[src/hw/zmoc_regs.svh]
// register offsets, field positions and timing constants of the zero/master block
`ifndef ZMOC_REGS_SVH
`define ZMOC_REGS_SVH
// ==========================================================
// timing
`define ZM_CLK_NS        100
`define ZM_TICK_NS       1000000
`define ZM_HOLD_MS       13'd3000
`define ZM_SHORT_MIN_MS  13'd500
`define ZM_LONG_MIN_MS   13'd3000
`define ZM_LONG_MAX_MS   13'd6000
`define ZM_SAT_MS        13'd6001
`define ZM_BLINK_MS      13'd250
// ==========================================================
// register byte offsets
`define ZM_CTRL_OFS      12'h000
`define ZM_PROG_OFS      12'h004
`define ZM_OPT_OFS       12'h008
`define ZM_STAT_OFS      12'h00C
`define ZM_OFFS_OFS      12'h010
`define ZM_MAST_BASE     12'h040
`define ZM_MAST_LAST     12'h064
// ==========================================================
// fields and codes
`define ZM_CTRL_LIGHT    0
`define ZM_PROG_MSEG     4'h4
`define ZM_PROG_USER0    4'h6
`define ZM_PROG_LAST     4'h9
`define ZM_MENU_TOP      16'h0000
`define ZM_MENU_STEP     16'h0064
`define ZM_MENU_CLR      16'h076C
`define ZM_MENU_CONF     16'h0776
`define ZM_MENU_WRAP     16'h07D0
`define ZM_OPT_RST       16'h0000
`define ZM_RESP_OK       2'h0
`define ZM_RESP_DEC      2'h3
`endif

[src/hw/zmoc_pkg.sv]
// types shared by the zero/master control block
package zmoc_pkg;
   // ==========================================================
   // operator state, one-hot
   typedef enum logic [3:0] {
      ZMOC_MEAS = 4'h1,   // measuring
      ZMOC_MENU = 4'h2,   // setup menu
      ZMOC_SAVE = 4'h4,   // save prompt on leaving
      ZMOC_CONF = 4'h8    // clear-user-data confirmation
   } zmoc_state_t;
endpackage

[src/hw/zmoc_ctrl.sv]
// zero-setting, mastering and operator menu control with axi4-lite registers
`timescale 1ns/10ps
`default_nettype none
`include "zmoc_regs.svh"

// Contract
// - enter held 3 s opens menu; presses step
// - yellow led blinks in menu, steady otherwise
// - show menu number; top menu is 0000
// - working options used; declined save not stored
// - no save prompt when nothing changed
// - six fixed programs, four user slots, recallable
// - last saved user program active at power-on
// - menu 1900 clears users after 1910 confirmation
// - escape hold zeroes reading, shows relative
// - second hold clears offsets, needs valid reading
// - offsets reach display and analog, not digital
// - multi-segment program refuses zero and master
// - stored master: hold makes display show master
// - one master value per measurement program
// - low pulse 0.5-3 s zeroes or masters
// - low pulse 3-6 s clears temporary offsets
// - pulses under 0.5 s or over 6 s ignored
// - output settles gradually by averaging depth
// - trigger ignored while light control enabled
module zmoc_ctrl import zmoc_pkg::*; #(
   parameter int TICK_CYC = `ZM_TICK_NS / `ZM_CLK_NS  // cycles per ms
) (
   // clock and reset
   input  wire logic        ref_clk,
   input  wire logic        rst_n,
   // keypad and external inputs
   input  wire logic        enter_key,
   input  wire logic        escape_key,
   input  wire logic        ext_zero_n,
   input  wire logic        trig_in,
   // measurement path
   input  wire logic        meas_valid,
   input  wire logic [31:0] meas_value,
   // nonvolatile store, power-on contents
   input  wire logic        boot_user_ok,
   input  wire logic [3:0]  boot_user_prog,
   input  wire logic [15:0] boot_opt,
   // axi4-lite write address and data
   input  wire logic        s_axi_awvalid,
   output logic             s_axi_awready,
   input  wire logic [11:0] s_axi_awaddr,
   input  wire logic        s_axi_wvalid,
   output logic             s_axi_wready,
   input  wire logic [31:0] s_axi_wdata,
   input  wire logic [3:0]  s_axi_wstrb,
   // axi4-lite write response
   output logic             s_axi_bvalid,
   input  wire logic        s_axi_bready,
   output logic [1:0]       s_axi_bresp,
   // axi4-lite read
   input  wire logic        s_axi_arvalid,
   output logic             s_axi_arready,
   input  wire logic [11:0] s_axi_araddr,
   output logic             s_axi_rvalid,
   input  wire logic        s_axi_rready,
   output logic [31:0]      s_axi_rdata,
   output logic [1:0]       s_axi_rresp,
   // operator outputs
   output logic             led_yellow_q,
   output logic             relative_q,
   output logic [15:0]      menu_num_q,
   output logic [31:0]      display_q,
   output logic [31:0]      analog_q,
   output logic [31:0]      digital_q,
   output logic             trig_evt_q,
   // nonvolatile save request
   output logic             nv_save_q,
   output logic             nv_clear_q,
   output logic [3:0]       nv_prog_q,
   output logic [15:0]      nv_opt_q
);

   // ==========================================================
   // helpers
   // saturating ms counter step
   function automatic logic [12:0] ms_step(input logic [12:0] c);
      ms_step = (c == `ZM_SAT_MS) ? c : c + 13'd1;
   endfunction

   // byte-enable merge of a write into a word
   function automatic logic [31:0] wmerge(input logic [31:0] old,
                                          input logic [31:0] nw,
                                          input logic [3:0]  be);
      for (int i = 0; i < 4; i++) begin
         wmerge[i*8 +: 8] = be[i] ? nw[i*8 +: 8] : old[i*8 +: 8];
      end
   endfunction

   // ==========================================================
   // millisecond tick
   logic [$clog2(TICK_CYC)-1:0] div_q;   // clock divider
   logic                        tick_q;  // one-cycle ms pulse

   // divider producing the ms enable
   always_ff @(posedge ref_clk or negedge rst_n) begin
      if (!rst_n) begin
         div_q  <= '0;
         tick_q <= 1'b0;
      end else begin
         tick_q <= (div_q == ($clog2(TICK_CYC))'(TICK_CYC - 1));
         div_q  <= (div_q == ($clog2(TICK_CYC))'(TICK_CYC - 1)) ?
                   '0 : div_q + 1'b1;
      end
   end

   // ==========================================================
   // key and pulse timers
   logic [12:0] ent_ms_q;   // enter held time
   logic [12:0] esc_ms_q;   // escape held time
   logic [12:0] ext_ms_q;   // external low time
   logic        ent_q;      // enter previous level
   logic        esc_q;      // escape previous level
   logic        ext_q;      // external previous level (active)
   logic        ent_done_q; // long enter already used
   logic        esc_done_q; // long escape already used

   wire ext_act   = !ext_zero_n;                      // pulled to ground
   wire ent_long  = tick_q && enter_key && !ent_done_q &&
                    (ms_step(ent_ms_q) == `ZM_HOLD_MS);
   wire esc_long  = tick_q && escape_key && !esc_done_q &&
                    (ms_step(esc_ms_q) == `ZM_HOLD_MS);
   wire ent_short = ent_q && !enter_key && !ent_done_q;
   wire esc_short = esc_q && !escape_key && !esc_done_q;
   wire ext_end   = ext_q && !ext_act;
   // classify the finished external pulse
   wire ext_zero  = ext_end && ext_ms_q >= `ZM_SHORT_MIN_MS &&
                    ext_ms_q < `ZM_LONG_MIN_MS;
   wire ext_clear = ext_end && ext_ms_q >= `ZM_LONG_MIN_MS &&
                    ext_ms_q <= `ZM_LONG_MAX_MS;

   // hold counters, cleared on release
   always_ff @(posedge ref_clk or negedge rst_n) begin
      if (!rst_n) begin
         ent_ms_q   <= '0;
         esc_ms_q   <= '0;
         ext_ms_q   <= '0;
         ent_q      <= 1'b0;
         esc_q      <= 1'b0;
         ext_q      <= 1'b0;
         ent_done_q <= 1'b0;
         esc_done_q <= 1'b0;
      end else begin
         ent_q <= enter_key;
         esc_q <= escape_key;
         ext_q <= ext_act;
         // counts advance on the ms tick only
         if (!enter_key) ent_ms_q <= '0;
         else if (tick_q) ent_ms_q <= ms_step(ent_ms_q);
         if (!escape_key) esc_ms_q <= '0;
         else if (tick_q) esc_ms_q <= ms_step(esc_ms_q);
         if (!ext_act) ext_ms_q <= '0;
         else if (tick_q) ext_ms_q <= ms_step(ext_ms_q);
         // a long hold fires once, release rearms
         if (!enter_key) ent_done_q <= 1'b0;
         else if (ent_long) ent_done_q <= 1'b1;
         if (!escape_key) esc_done_q <= 1'b0;
         else if (esc_long) esc_done_q <= 1'b1;
      end
   end

   // ==========================================================
   // register storage
   zmoc_state_t  st_q;          // operator state
   logic         light_en_q;    // external light control enabled
   logic [2:0]   avg_shift_q;   // settling shift from averaging
   logic [3:0]   prog_q;        // active program
   logic [15:0]  opt_q;         // working option word
   logic         dirty_q;       // something changed in the menu
   logic [3:0]   user_used_q;   // occupied user slots
   logic         save_full_q;   // last save found no free slot
   logic [31:0]  master_q [10]; // master value per program
   logic [31:0]  offset_q;      // temporary offset
   logic         boot_q;        // power-on load pending
   logic [12:0]  blink_ms_q;    // blink timer

   // axi handshake state
   logic         aw_hold_q;
   logic         w_hold_q;
   logic [11:0]  awaddr_q;
   logic [31:0]  wdata_q;
   logic [3:0]   wstrb_q;

   // write decode
   wire         wr_go   = aw_hold_q && w_hold_q && !s_axi_bvalid;
   wire         wr_ctrl = wr_go && awaddr_q == `ZM_CTRL_OFS;
   wire         wr_prog = wr_go && awaddr_q == `ZM_PROG_OFS;
   wire         wr_opt  = wr_go && awaddr_q == `ZM_OPT_OFS;
   wire         wr_mast = wr_go && awaddr_q >= `ZM_MAST_BASE &&
                          awaddr_q <= `ZM_MAST_LAST && awaddr_q[1:0] == 2'h0;
   wire [3:0]   mast_wi = 4'((awaddr_q - `ZM_MAST_BASE) >> 2);
   wire         wr_hit  = wr_ctrl || wr_prog || wr_opt || wr_mast;
   wire         in_menu = st_q != ZMOC_MEAS;
   wire [31:0]  wr_val  = wmerge(32'h0, wdata_q, wstrb_q);
   // program and option edits only in the menu
   wire         prog_ok = wr_prog && in_menu &&
                          wr_val[3:0] <= `ZM_PROG_LAST &&
                          (wr_val[3:0] < `ZM_PROG_USER0 ||
                           user_used_q[2'(wr_val[3:0] - `ZM_PROG_USER0)]);
   wire         opt_ok  = wr_opt && in_menu;
   wire         mast_ok = wr_mast && in_menu;

   // ==========================================================
   // zero and master requests
   wire       mseg     = prog_q == `ZM_PROG_MSEG;
   wire       key_tog  = st_q == ZMOC_MEAS && esc_long && meas_valid;
   wire       ext_ok   = st_q == ZMOC_MEAS && meas_valid;
   wire       do_set   = !mseg && ((key_tog && !relative_q) ||
                         (ext_zero && ext_ok));
   wire       do_clr   = !mseg && ((key_tog && relative_q) ||
                         (ext_clear && ext_ok));
   wire [31:0] mast_v  = master_q[prog_q];
   // zero when master is zero, else reading becomes the master
   wire [31:0] new_off = meas_value - mast_v;
   wire [31:0] target  = meas_value - offset_q;

   // save slot: overwrite active user slot, else first free one
   wire       act_user = prog_q >= `ZM_PROG_USER0;
   wire [1:0] act_slot = 2'(prog_q - `ZM_PROG_USER0);
   wire [1:0] free_slot = !user_used_q[0] ? 2'd0 : !user_used_q[1] ? 2'd1 :
                          !user_used_q[2] ? 2'd2 : 2'd3;
   wire       have_slot = act_user || !(&user_used_q);
   wire [1:0] save_slot = act_user ? act_slot : free_slot;

   // ==========================================================
   // operator state machine
   zmoc_state_t st_d;
   logic [15:0] menu_d;

   // next state from key events
   always_comb begin
      st_d   = st_q;
      menu_d = menu_num_q;
      case (st_q)
         ZMOC_MEAS: begin
            if (ent_long) begin
               st_d   = ZMOC_MENU;
               menu_d = `ZM_MENU_TOP;
            end
         end
         ZMOC_MENU: begin
            if (ent_short && menu_num_q == `ZM_MENU_CLR) begin
               st_d   = ZMOC_CONF;
               menu_d = `ZM_MENU_CONF;
            end else if (ent_short) begin
               menu_d = (menu_num_q + `ZM_MENU_STEP == `ZM_MENU_WRAP) ?
                        `ZM_MENU_TOP : menu_num_q + `ZM_MENU_STEP;
            end else if (esc_short) begin
               st_d = dirty_q ? ZMOC_SAVE : ZMOC_MEAS;
            end
         end
         ZMOC_SAVE: begin
            if (ent_short || esc_short) begin
               st_d = ZMOC_MEAS;
            end
         end
         ZMOC_CONF: begin
            if (ent_short || esc_short) begin
               st_d   = ZMOC_MENU;
               menu_d = `ZM_MENU_CLR;
            end
         end
         default: begin
            st_d   = ZMOC_MEAS;
            menu_d = `ZM_MENU_TOP;
         end
      endcase
   end

   wire save_now  = st_q == ZMOC_SAVE && ent_short && have_slot;
   wire clear_now = st_q == ZMOC_CONF && ent_short;

   // state, menu number and led
   always_ff @(posedge ref_clk or negedge rst_n) begin
      if (!rst_n) begin
         st_q         <= ZMOC_MEAS;
         menu_num_q   <= `ZM_MENU_TOP;
         blink_ms_q   <= '0;
         led_yellow_q <= 1'b1;
      end else begin
         st_q       <= st_d;
         menu_num_q <= menu_d;
         // blink in the menu, steady while measuring
         if (st_d == ZMOC_MEAS) begin
            led_yellow_q <= 1'b1;
            blink_ms_q   <= '0;
         end else if (tick_q && blink_ms_q == `ZM_BLINK_MS) begin
            led_yellow_q <= !led_yellow_q;
            blink_ms_q   <= '0;
         end else if (tick_q) begin
            blink_ms_q <= blink_ms_q + 13'd1;
         end
      end
   end

   // ==========================================================
   // settings, programs and offsets
   always_ff @(posedge ref_clk or negedge rst_n) begin
      if (!rst_n) begin
         light_en_q  <= 1'b0;
         avg_shift_q <= '0;
         prog_q      <= '0;
         opt_q       <= `ZM_OPT_RST;
         dirty_q     <= 1'b0;
         user_used_q <= '0;
         save_full_q <= 1'b0;
         offset_q    <= '0;
         relative_q  <= 1'b0;
         boot_q      <= 1'b1;
         nv_save_q   <= 1'b0;
         nv_clear_q  <= 1'b0;
         nv_prog_q   <= '0;
         nv_opt_q    <= `ZM_OPT_RST;
         for (int i = 0; i < 10; i++) master_q[i] <= '0;
      end else begin
         nv_save_q  <= 1'b0;
         nv_clear_q <= 1'b0;
         boot_q     <= 1'b0;
         // power-on: last saved user program and options
         if (boot_q) begin
            opt_q <= boot_opt;
            if (boot_user_ok) begin
               prog_q <= boot_user_prog;
               user_used_q[2'(boot_user_prog - `ZM_PROG_USER0)] <= 1'b1;
            end
         end
         if (wr_ctrl) begin
            light_en_q  <= wr_val[`ZM_CTRL_LIGHT];
            avg_shift_q <= wr_val[3:1];
         end
         if (prog_ok) prog_q <= wr_val[3:0];
         if (opt_ok) opt_q <= wr_val[15:0];
         if (mast_ok) master_q[mast_wi] <= wmerge(master_q[mast_wi],
                                          wdata_q, wstrb_q);
         if (prog_ok || opt_ok || mast_ok) dirty_q <= 1'b1;
         // a program written to the program register drops any temporary offset
         if (do_set) begin
            offset_q   <= new_off;
            relative_q <= 1'b1;
         end else if (do_clr || prog_ok) begin
            offset_q   <= '0;
            relative_q <= 1'b0;
         end
         if (st_q == ZMOC_SAVE && (ent_short || esc_short)) begin
            // an edit landing in the same cycle keeps the flag set
            dirty_q     <= prog_ok || opt_ok || mast_ok;
            save_full_q <= !have_slot;
         end
         // store program and options only on accepted save
         if (save_now) begin
            user_used_q[save_slot] <= 1'b1;
            prog_q    <= `ZM_PROG_USER0 + 4'(save_slot);
            nv_save_q <= 1'b1;
            nv_prog_q <= `ZM_PROG_USER0 + 4'(save_slot);
            nv_opt_q  <= opt_q;
         end
         // confirmed erase of users and options
         if (clear_now) begin
            user_used_q <= '0;
            opt_q       <= `ZM_OPT_RST;
            nv_opt_q    <= `ZM_OPT_RST;
            nv_clear_q  <= 1'b1;
            if (act_user) prog_q <= '0;
         end
      end
   end

   // ==========================================================
   // output paths
   wire [31:0] step = $signed(target - display_q) >>> avg_shift_q;

   // display converges, analog follows it outside the multi-segment program, digital stays raw
   always_ff @(posedge ref_clk or negedge rst_n) begin
      if (!rst_n) begin
         display_q  <= '0;
         analog_q   <= '0;
         digital_q  <= '0;
         trig_evt_q <= 1'b0;
      end else begin
         digital_q  <= meas_value;
         trig_evt_q <= trig_in && !light_en_q;
         if (tick_q) begin
            display_q <= (step == 32'h0) ? target : display_q + step;
            analog_q  <= mseg ? 32'h0 :
                         ((step == 32'h0) ? target : display_q + step);
         end
      end
   end

   // ==========================================================
   // axi4-lite slave, one write and one read at a time
   logic [31:0] rd_val;
   wire  [11:0] ra = s_axi_araddr;
   wire  ra_mast = ra >= `ZM_MAST_BASE && ra <= `ZM_MAST_LAST &&
                   ra[1:0] == 2'h0;
   wire  [3:0] mast_ri = 4'((ra - `ZM_MAST_BASE) >> 2);

   // read data mux
   always_comb begin
      rd_val = 32'h0;
      case (ra)
         `ZM_CTRL_OFS: rd_val = {28'h0, avg_shift_q, light_en_q};
         `ZM_PROG_OFS: rd_val = {28'h0, prog_q};
         `ZM_OPT_OFS:  rd_val = {16'h0, opt_q};
         `ZM_STAT_OFS: rd_val = {menu_num_q, 3'h0, save_full_q,
                                 user_used_q, st_q, 2'h0,
                                 dirty_q, relative_q};
         `ZM_OFFS_OFS: rd_val = offset_q;
         default:      rd_val = ra_mast ? master_q[mast_ri] : 32'h0;
      endcase
   end
   wire ra_hit = ra <= `ZM_OFFS_OFS && ra[1:0] == 2'h0 || ra_mast;

   // channel handshakes
   always_ff @(posedge ref_clk or negedge rst_n) begin
      if (!rst_n) begin
         aw_hold_q     <= 1'b0;
         w_hold_q      <= 1'b0;
         awaddr_q      <= '0;
         wdata_q       <= '0;
         wstrb_q       <= '0;
         s_axi_awready <= 1'b0;
         s_axi_wready  <= 1'b0;
         s_axi_bvalid  <= 1'b0;
         s_axi_bresp   <= `ZM_RESP_OK;
         s_axi_arready <= 1'b0;
         s_axi_rvalid  <= 1'b0;
         s_axi_rdata   <= '0;
         s_axi_rresp   <= `ZM_RESP_OK;
      end else begin
         s_axi_awready <= !aw_hold_q && !s_axi_awready && s_axi_awvalid;
         s_axi_wready  <= !w_hold_q && !s_axi_wready && s_axi_wvalid;
         if (s_axi_awvalid && s_axi_awready) begin
            aw_hold_q <= 1'b1;
            awaddr_q  <= s_axi_awaddr;
         end
         if (s_axi_wvalid && s_axi_wready) begin
            w_hold_q <= 1'b1;
            wdata_q  <= s_axi_wdata;
            wstrb_q  <= s_axi_wstrb;
         end
         // response once both halves are in
         if (wr_go) begin
            s_axi_bvalid <= 1'b1;
            s_axi_bresp  <= wr_hit ? `ZM_RESP_OK : `ZM_RESP_DEC;
            aw_hold_q    <= 1'b0;
            w_hold_q     <= 1'b0;
         end else if (s_axi_bready) begin
            s_axi_bvalid <= 1'b0;
         end
         // read: accept, answer next cycle
         s_axi_arready <= !s_axi_arready && !s_axi_rvalid && s_axi_arvalid;
         if (s_axi_arvalid && s_axi_arready) begin
            s_axi_rvalid <= 1'b1;
            s_axi_rdata  <= rd_val;
            s_axi_rresp  <= ra_hit ? `ZM_RESP_OK : `ZM_RESP_DEC;
         end else if (s_axi_rready) begin
            s_axi_rvalid <= 1'b0;
         end
      end
   end

endmodule
`default_nettype wire

[config.mk]
export PLATFORM = sky130hd
export DESIGN_NAME = zmoc_ctrl
export DESIGN_NICKNAME = d
export VERILOG_FILES = /design/src/hw/zmoc_pkg.sv /design/src/hw/zmoc_ctrl.sv
export VERILOG_INCLUDE_DIRS = /design/src /design/src/hw
export SDC_FILE = /design/constraint.sdc
export NUM_CORES = 2
export LEC_CHECK = 0
export CAP_MARGIN = 20
export CORE_ASPECT_RATIO = 0.5
export CORE_MARGIN = 2
export CORE_UTILIZATION = 42
export DETAILED_ROUTE_END_ITERATION = 6
export DONT_BUFFER_PORTS = 1
export GPL_ROUTABILITY_DRIVEN = 1
export PLACE_DENSITY = 0.54
export SLEW_MARGIN = 40
export SYNTH_ARGS = -nofsm -noshare
export SYNTH_HDL_FRONTEND = slang
export SYNTH_SLANG_ARGS = --single-unit
export TNS_END_PERCENT = 50
[constraint.sdc]
create_clock -name ref_clk -period 9.4 [get_ports ref_clk]
set_input_delay 1.41 -clock ref_clk [delete_from_list [all_inputs] [get_ports ref_clk]]
set_output_delay 1.41 -clock ref_clk [all_outputs]
set_load 0.1 [all_outputs]
==> metrics.txt <==
buffer cell driving the clock tree root sky130_fd_sc_hd__clkbuf_16; mean post-synth cell area approximately 9.6 µm²; clock network latency to the later pin of the worst-skew pair between 0.6 and 0.7 ns; final routed wire length divided by cell count 25.1 µm; DRT Wirelength between 100000 and 150000 µm; boundary pin count between 300 and 400; netlist area before placement 42800 µm²; first-pass GRT wire length roughly 220000 µm; outcome complete, no violations; Pleak about 20 nW; most frequent cells after synthesis sky130_fd_sc_hd__nand2_1 (687), sky130_fd_sc_hd__dfrtp_1 (680), sky130_fd_sc_hd__o21ai_0 (531); largest clock skew in the final design approximately 0.04 ns; CTS Buffer Depth 3; Fin. Hold Viols 0; violation count after the first detailed-route iteration between 3k and 4k; Clock Power Share 0.342; switch share 0.368; core footprint about 100000 µm²; via-per-instance ratio roughly 6; maximum cell stage delay along the critical path 0.49 ns; cells after synthesis roughly 4.5k; asr flop ratio synth 1.00; effective utilization at floorplan 0.425; number of design rule violations left after detail routing 0; final number of setup-violating endpoints 0; HPWL after detailed placement 97300 µm; via count of the routed design about 35k; path category of the worst min-delay check in -> async; sum of internal, switching and leakage power a little under 9 mW; total congestion overflow after global routing 0; Die X-Extent about 460 µm; PD cells ~190 nW/µm²; Syn-to-layout area delta 9.68%; antenna violations before repair 6; Non-Filler Cell Area, Final 46900 µm²; flip-flop and latch count after synthesis between 600 and 700; max-slew violation total from the final report 0; Pre-Repair DR Iteration Count 7; Critical Path Fanout Max 7; unrepaired setup endpoints after global routing no; max-cap violations 0; Setup crit start kind input port; time the worst path needs with I/O delays and setup a little under 9 ns; post-placement cell area 44300 µm²; achievable clock frequency ~110 MHz; Cell variety after synth just over 90; top area cells in the synthesized netlist sky130_fd_sc_hd__dfrtp_1 (40%), sky130_fd_sc_hd__mux4_2 (9.6%), sky130_fd_sc_hd__o21ai_0 (6.2%), sky130_fd_sc_hd__nand2_1 (6.0%), sky130_fd_sc_hd__ha_1 (4.1%); weighted congestion at the end of routability-driven global placement about 0.93; largest area contributor in the synthesized netlist sky130_fd_sc_hd__dfrtp_1; number of clock sinks seen by CTS 683; fin worst setup slack approximately 0.46 ns; part of the total power dissipated in combinational logic 0.235; CTS-repair resized insts 0; number of buffers added by the clock tree synthesis step 71; number of flops mapped to enable cells by yosys 0; worst relative slew slack 0.364; height of the die approximately 230 µm; Setup WS pre-CTS around 0.00046 ns; number of nets with antenna violations after detailed routing 0; Data required, critical path around 9.9 ns; P_sw roughly 3.2 mW; cell with the largest stage delay on the worst path sky130_fd_sc_hd__o31ai_1; CTS tree done; Worst VDD drop 0.138 mV; worst setup path class in -> reg; Tot GR Track Use 0.274; arrival time of data at the critical path endpoint 9.48 ns; final core occ 0.467; maximum level of the CTS H-tree 3; count leader, synth sky130_fd_sc_hd__nand2_1; count of hold-fix buffers inserted at cts 0; prevailing post-synth register cell sky130_fd_sc_hd__dfrtp_1; number of port buffers 0; Cell Rows 82; number of global-route vias before repair about 34k; Sequential Power Share 0.424; worst-margin pin slew approximately 0.94 ns; clock transition at the registers of the reported paths around 0.06 ns; sequential element share of the synthesized area 0.400; fin crit share 0.951; fraction of layout cells with a size suffix above 1 0.151; number of setup buffers added after CTS 0; area of the die 105000 µm²; total of warnings raised by yosys 0; Setup crit end kind flip-flop; fraction of synthesized cell area taken by the top area cell type 0.398; internal power component between 5 and 6 mW; pin count of the biggest net entering global routing 684; post-route setup TNS 0 ns; NumNets Final approximately 4.6k
==> power groups by stage <==
stage	Clock (mW)	Combinational [mW]	Sequential (mW)
floorplan	0	1.51	3.46
global placement	0	1.89	3.78
detailed placement	0	1.95	3.76
CTS	3.05	1.96	3.71
global route	3.17	2.22	3.72
finish	2.99	2.05	3.71
==> cell type report <==
class | count | area (µm²)
antenna | 2 | 5.00
clock buffer | 104 | 2050
clock inverter | 23 | 353
fill | 9364 | 53600
inverter | 125 | 469
multi-input combinational | 3372 | 24300
sequential | 683 | 17300
tap | 1344 | 1680
timing repair buffer | 86 | 823
==> final timing paths <==
check                                    from  cells after the start           end  slack (ns)
worst max-delay path            meas_value[0]                     40  analog_q[31]        0.46
worst min-delay path                    rst_n                      0  s_axi_wready        0.43
worst max register to register    offset_q[0]                     39  analog_q[31]        0.79
worst min register to register       div_q[0]                      1      div_q[0]        0.49
max in group asynchronous               rst_n                      4  analog_q[19]        6.47
min in group ref_clk                 div_q[0]                      1      div_q[0]        0.49
==> through the flow <==
stage,hold slack (ns),instances
2_1_floorplan,0.424,4476
3_3_place_gp,0.476,5597
3_5_place_dp,0.480,5602
4_1_cts,0.426,5729
5_1_grt,0.403,5738
6_report,0.434,5739
==> cells by family after synthesis <==
logic type      Yosys count  synth area share
compound gates         1243             0.181
xor+xnor                162            0.0335
fa+ha+maj               143            0.0425
buf+inv                 421            0.0376
flops                   683             0.400
mux                     437             0.159
other cells               1         0.0000877
simple gates           1385             0.147
==> layout by cell type, fill, tap and decap left out, drive strengths merged, types with 15 or more instances in the layout <==
cell / instances
a21oi: 204
nor3: 51
a222oi: 47
a22oi: 65
xor2: 61
nand4: 44
mux2i: 149
o21ai: 546
and3: 45
nand3: 122
a211oi: 23
o22a: 33
clkbuf: 105
or3: 22
xnor2: 100
mux4: 182
nor2: 235
o21a: 32
nor2b: 34
o211ai: 15
a21o: 69
nor4: 16
nand2: 687
o2111ai: 16
and2: 37
inv: 127
nand2b: 24
mux2: 106
dfrtp: 680
a31oi: 38
buf: 85
ha: 139
o31ai: 45
==> sequential cells by signal, summed over array words and instances, names as in the netlist, 3 cells and up <==
register and cells:
master_q 320, analog_q 32, digital_q 32, display_q 32, offset_q 32, s_axi_rdata 32
wdata_q 32, nv_opt_q 16, opt_q 16, menu_num_q 15, div_q 14, blink_ms_q 13
ent_ms_q 13, esc_ms_q 13, ext_ms_q 13, awaddr_q 12, prog_q 4, st_q 4
user_used_q 4, wstrb_q 4, avg_shift_q 3, nv_prog_q 3
==> metal layers <==
| layer | routed length [µm] | part of all wire | vias up | track usage |
|---|---|---|---|---|
| met4 | 4660 | 0.032 | 4 | 0.0869 |
| met2 | 65600 | 0.46 | 1310 | 0.427 |
| met3 | 11500 | 0.080 | 251 | 0.0616 |
| met1 | 62400 | 0.43 | 17511 | 0.379 |
| li1 | - | - | 16142 | - |
| met5 | 28 | 0.00019 | - | 0 |
==> critical path: cells and delay by family <==
kind	cells	cell delay, ns
AOI/OAI and AO/OA	24	5.11
xor gates and xnor gates	3	0.70
adders and majority gates	4	1.19
buffers and inverters	3	0.30
muxes	1	0.27
and+or+nand+nor	5	0.48
No activity file was read; power rests on OpenSTA's default activity.
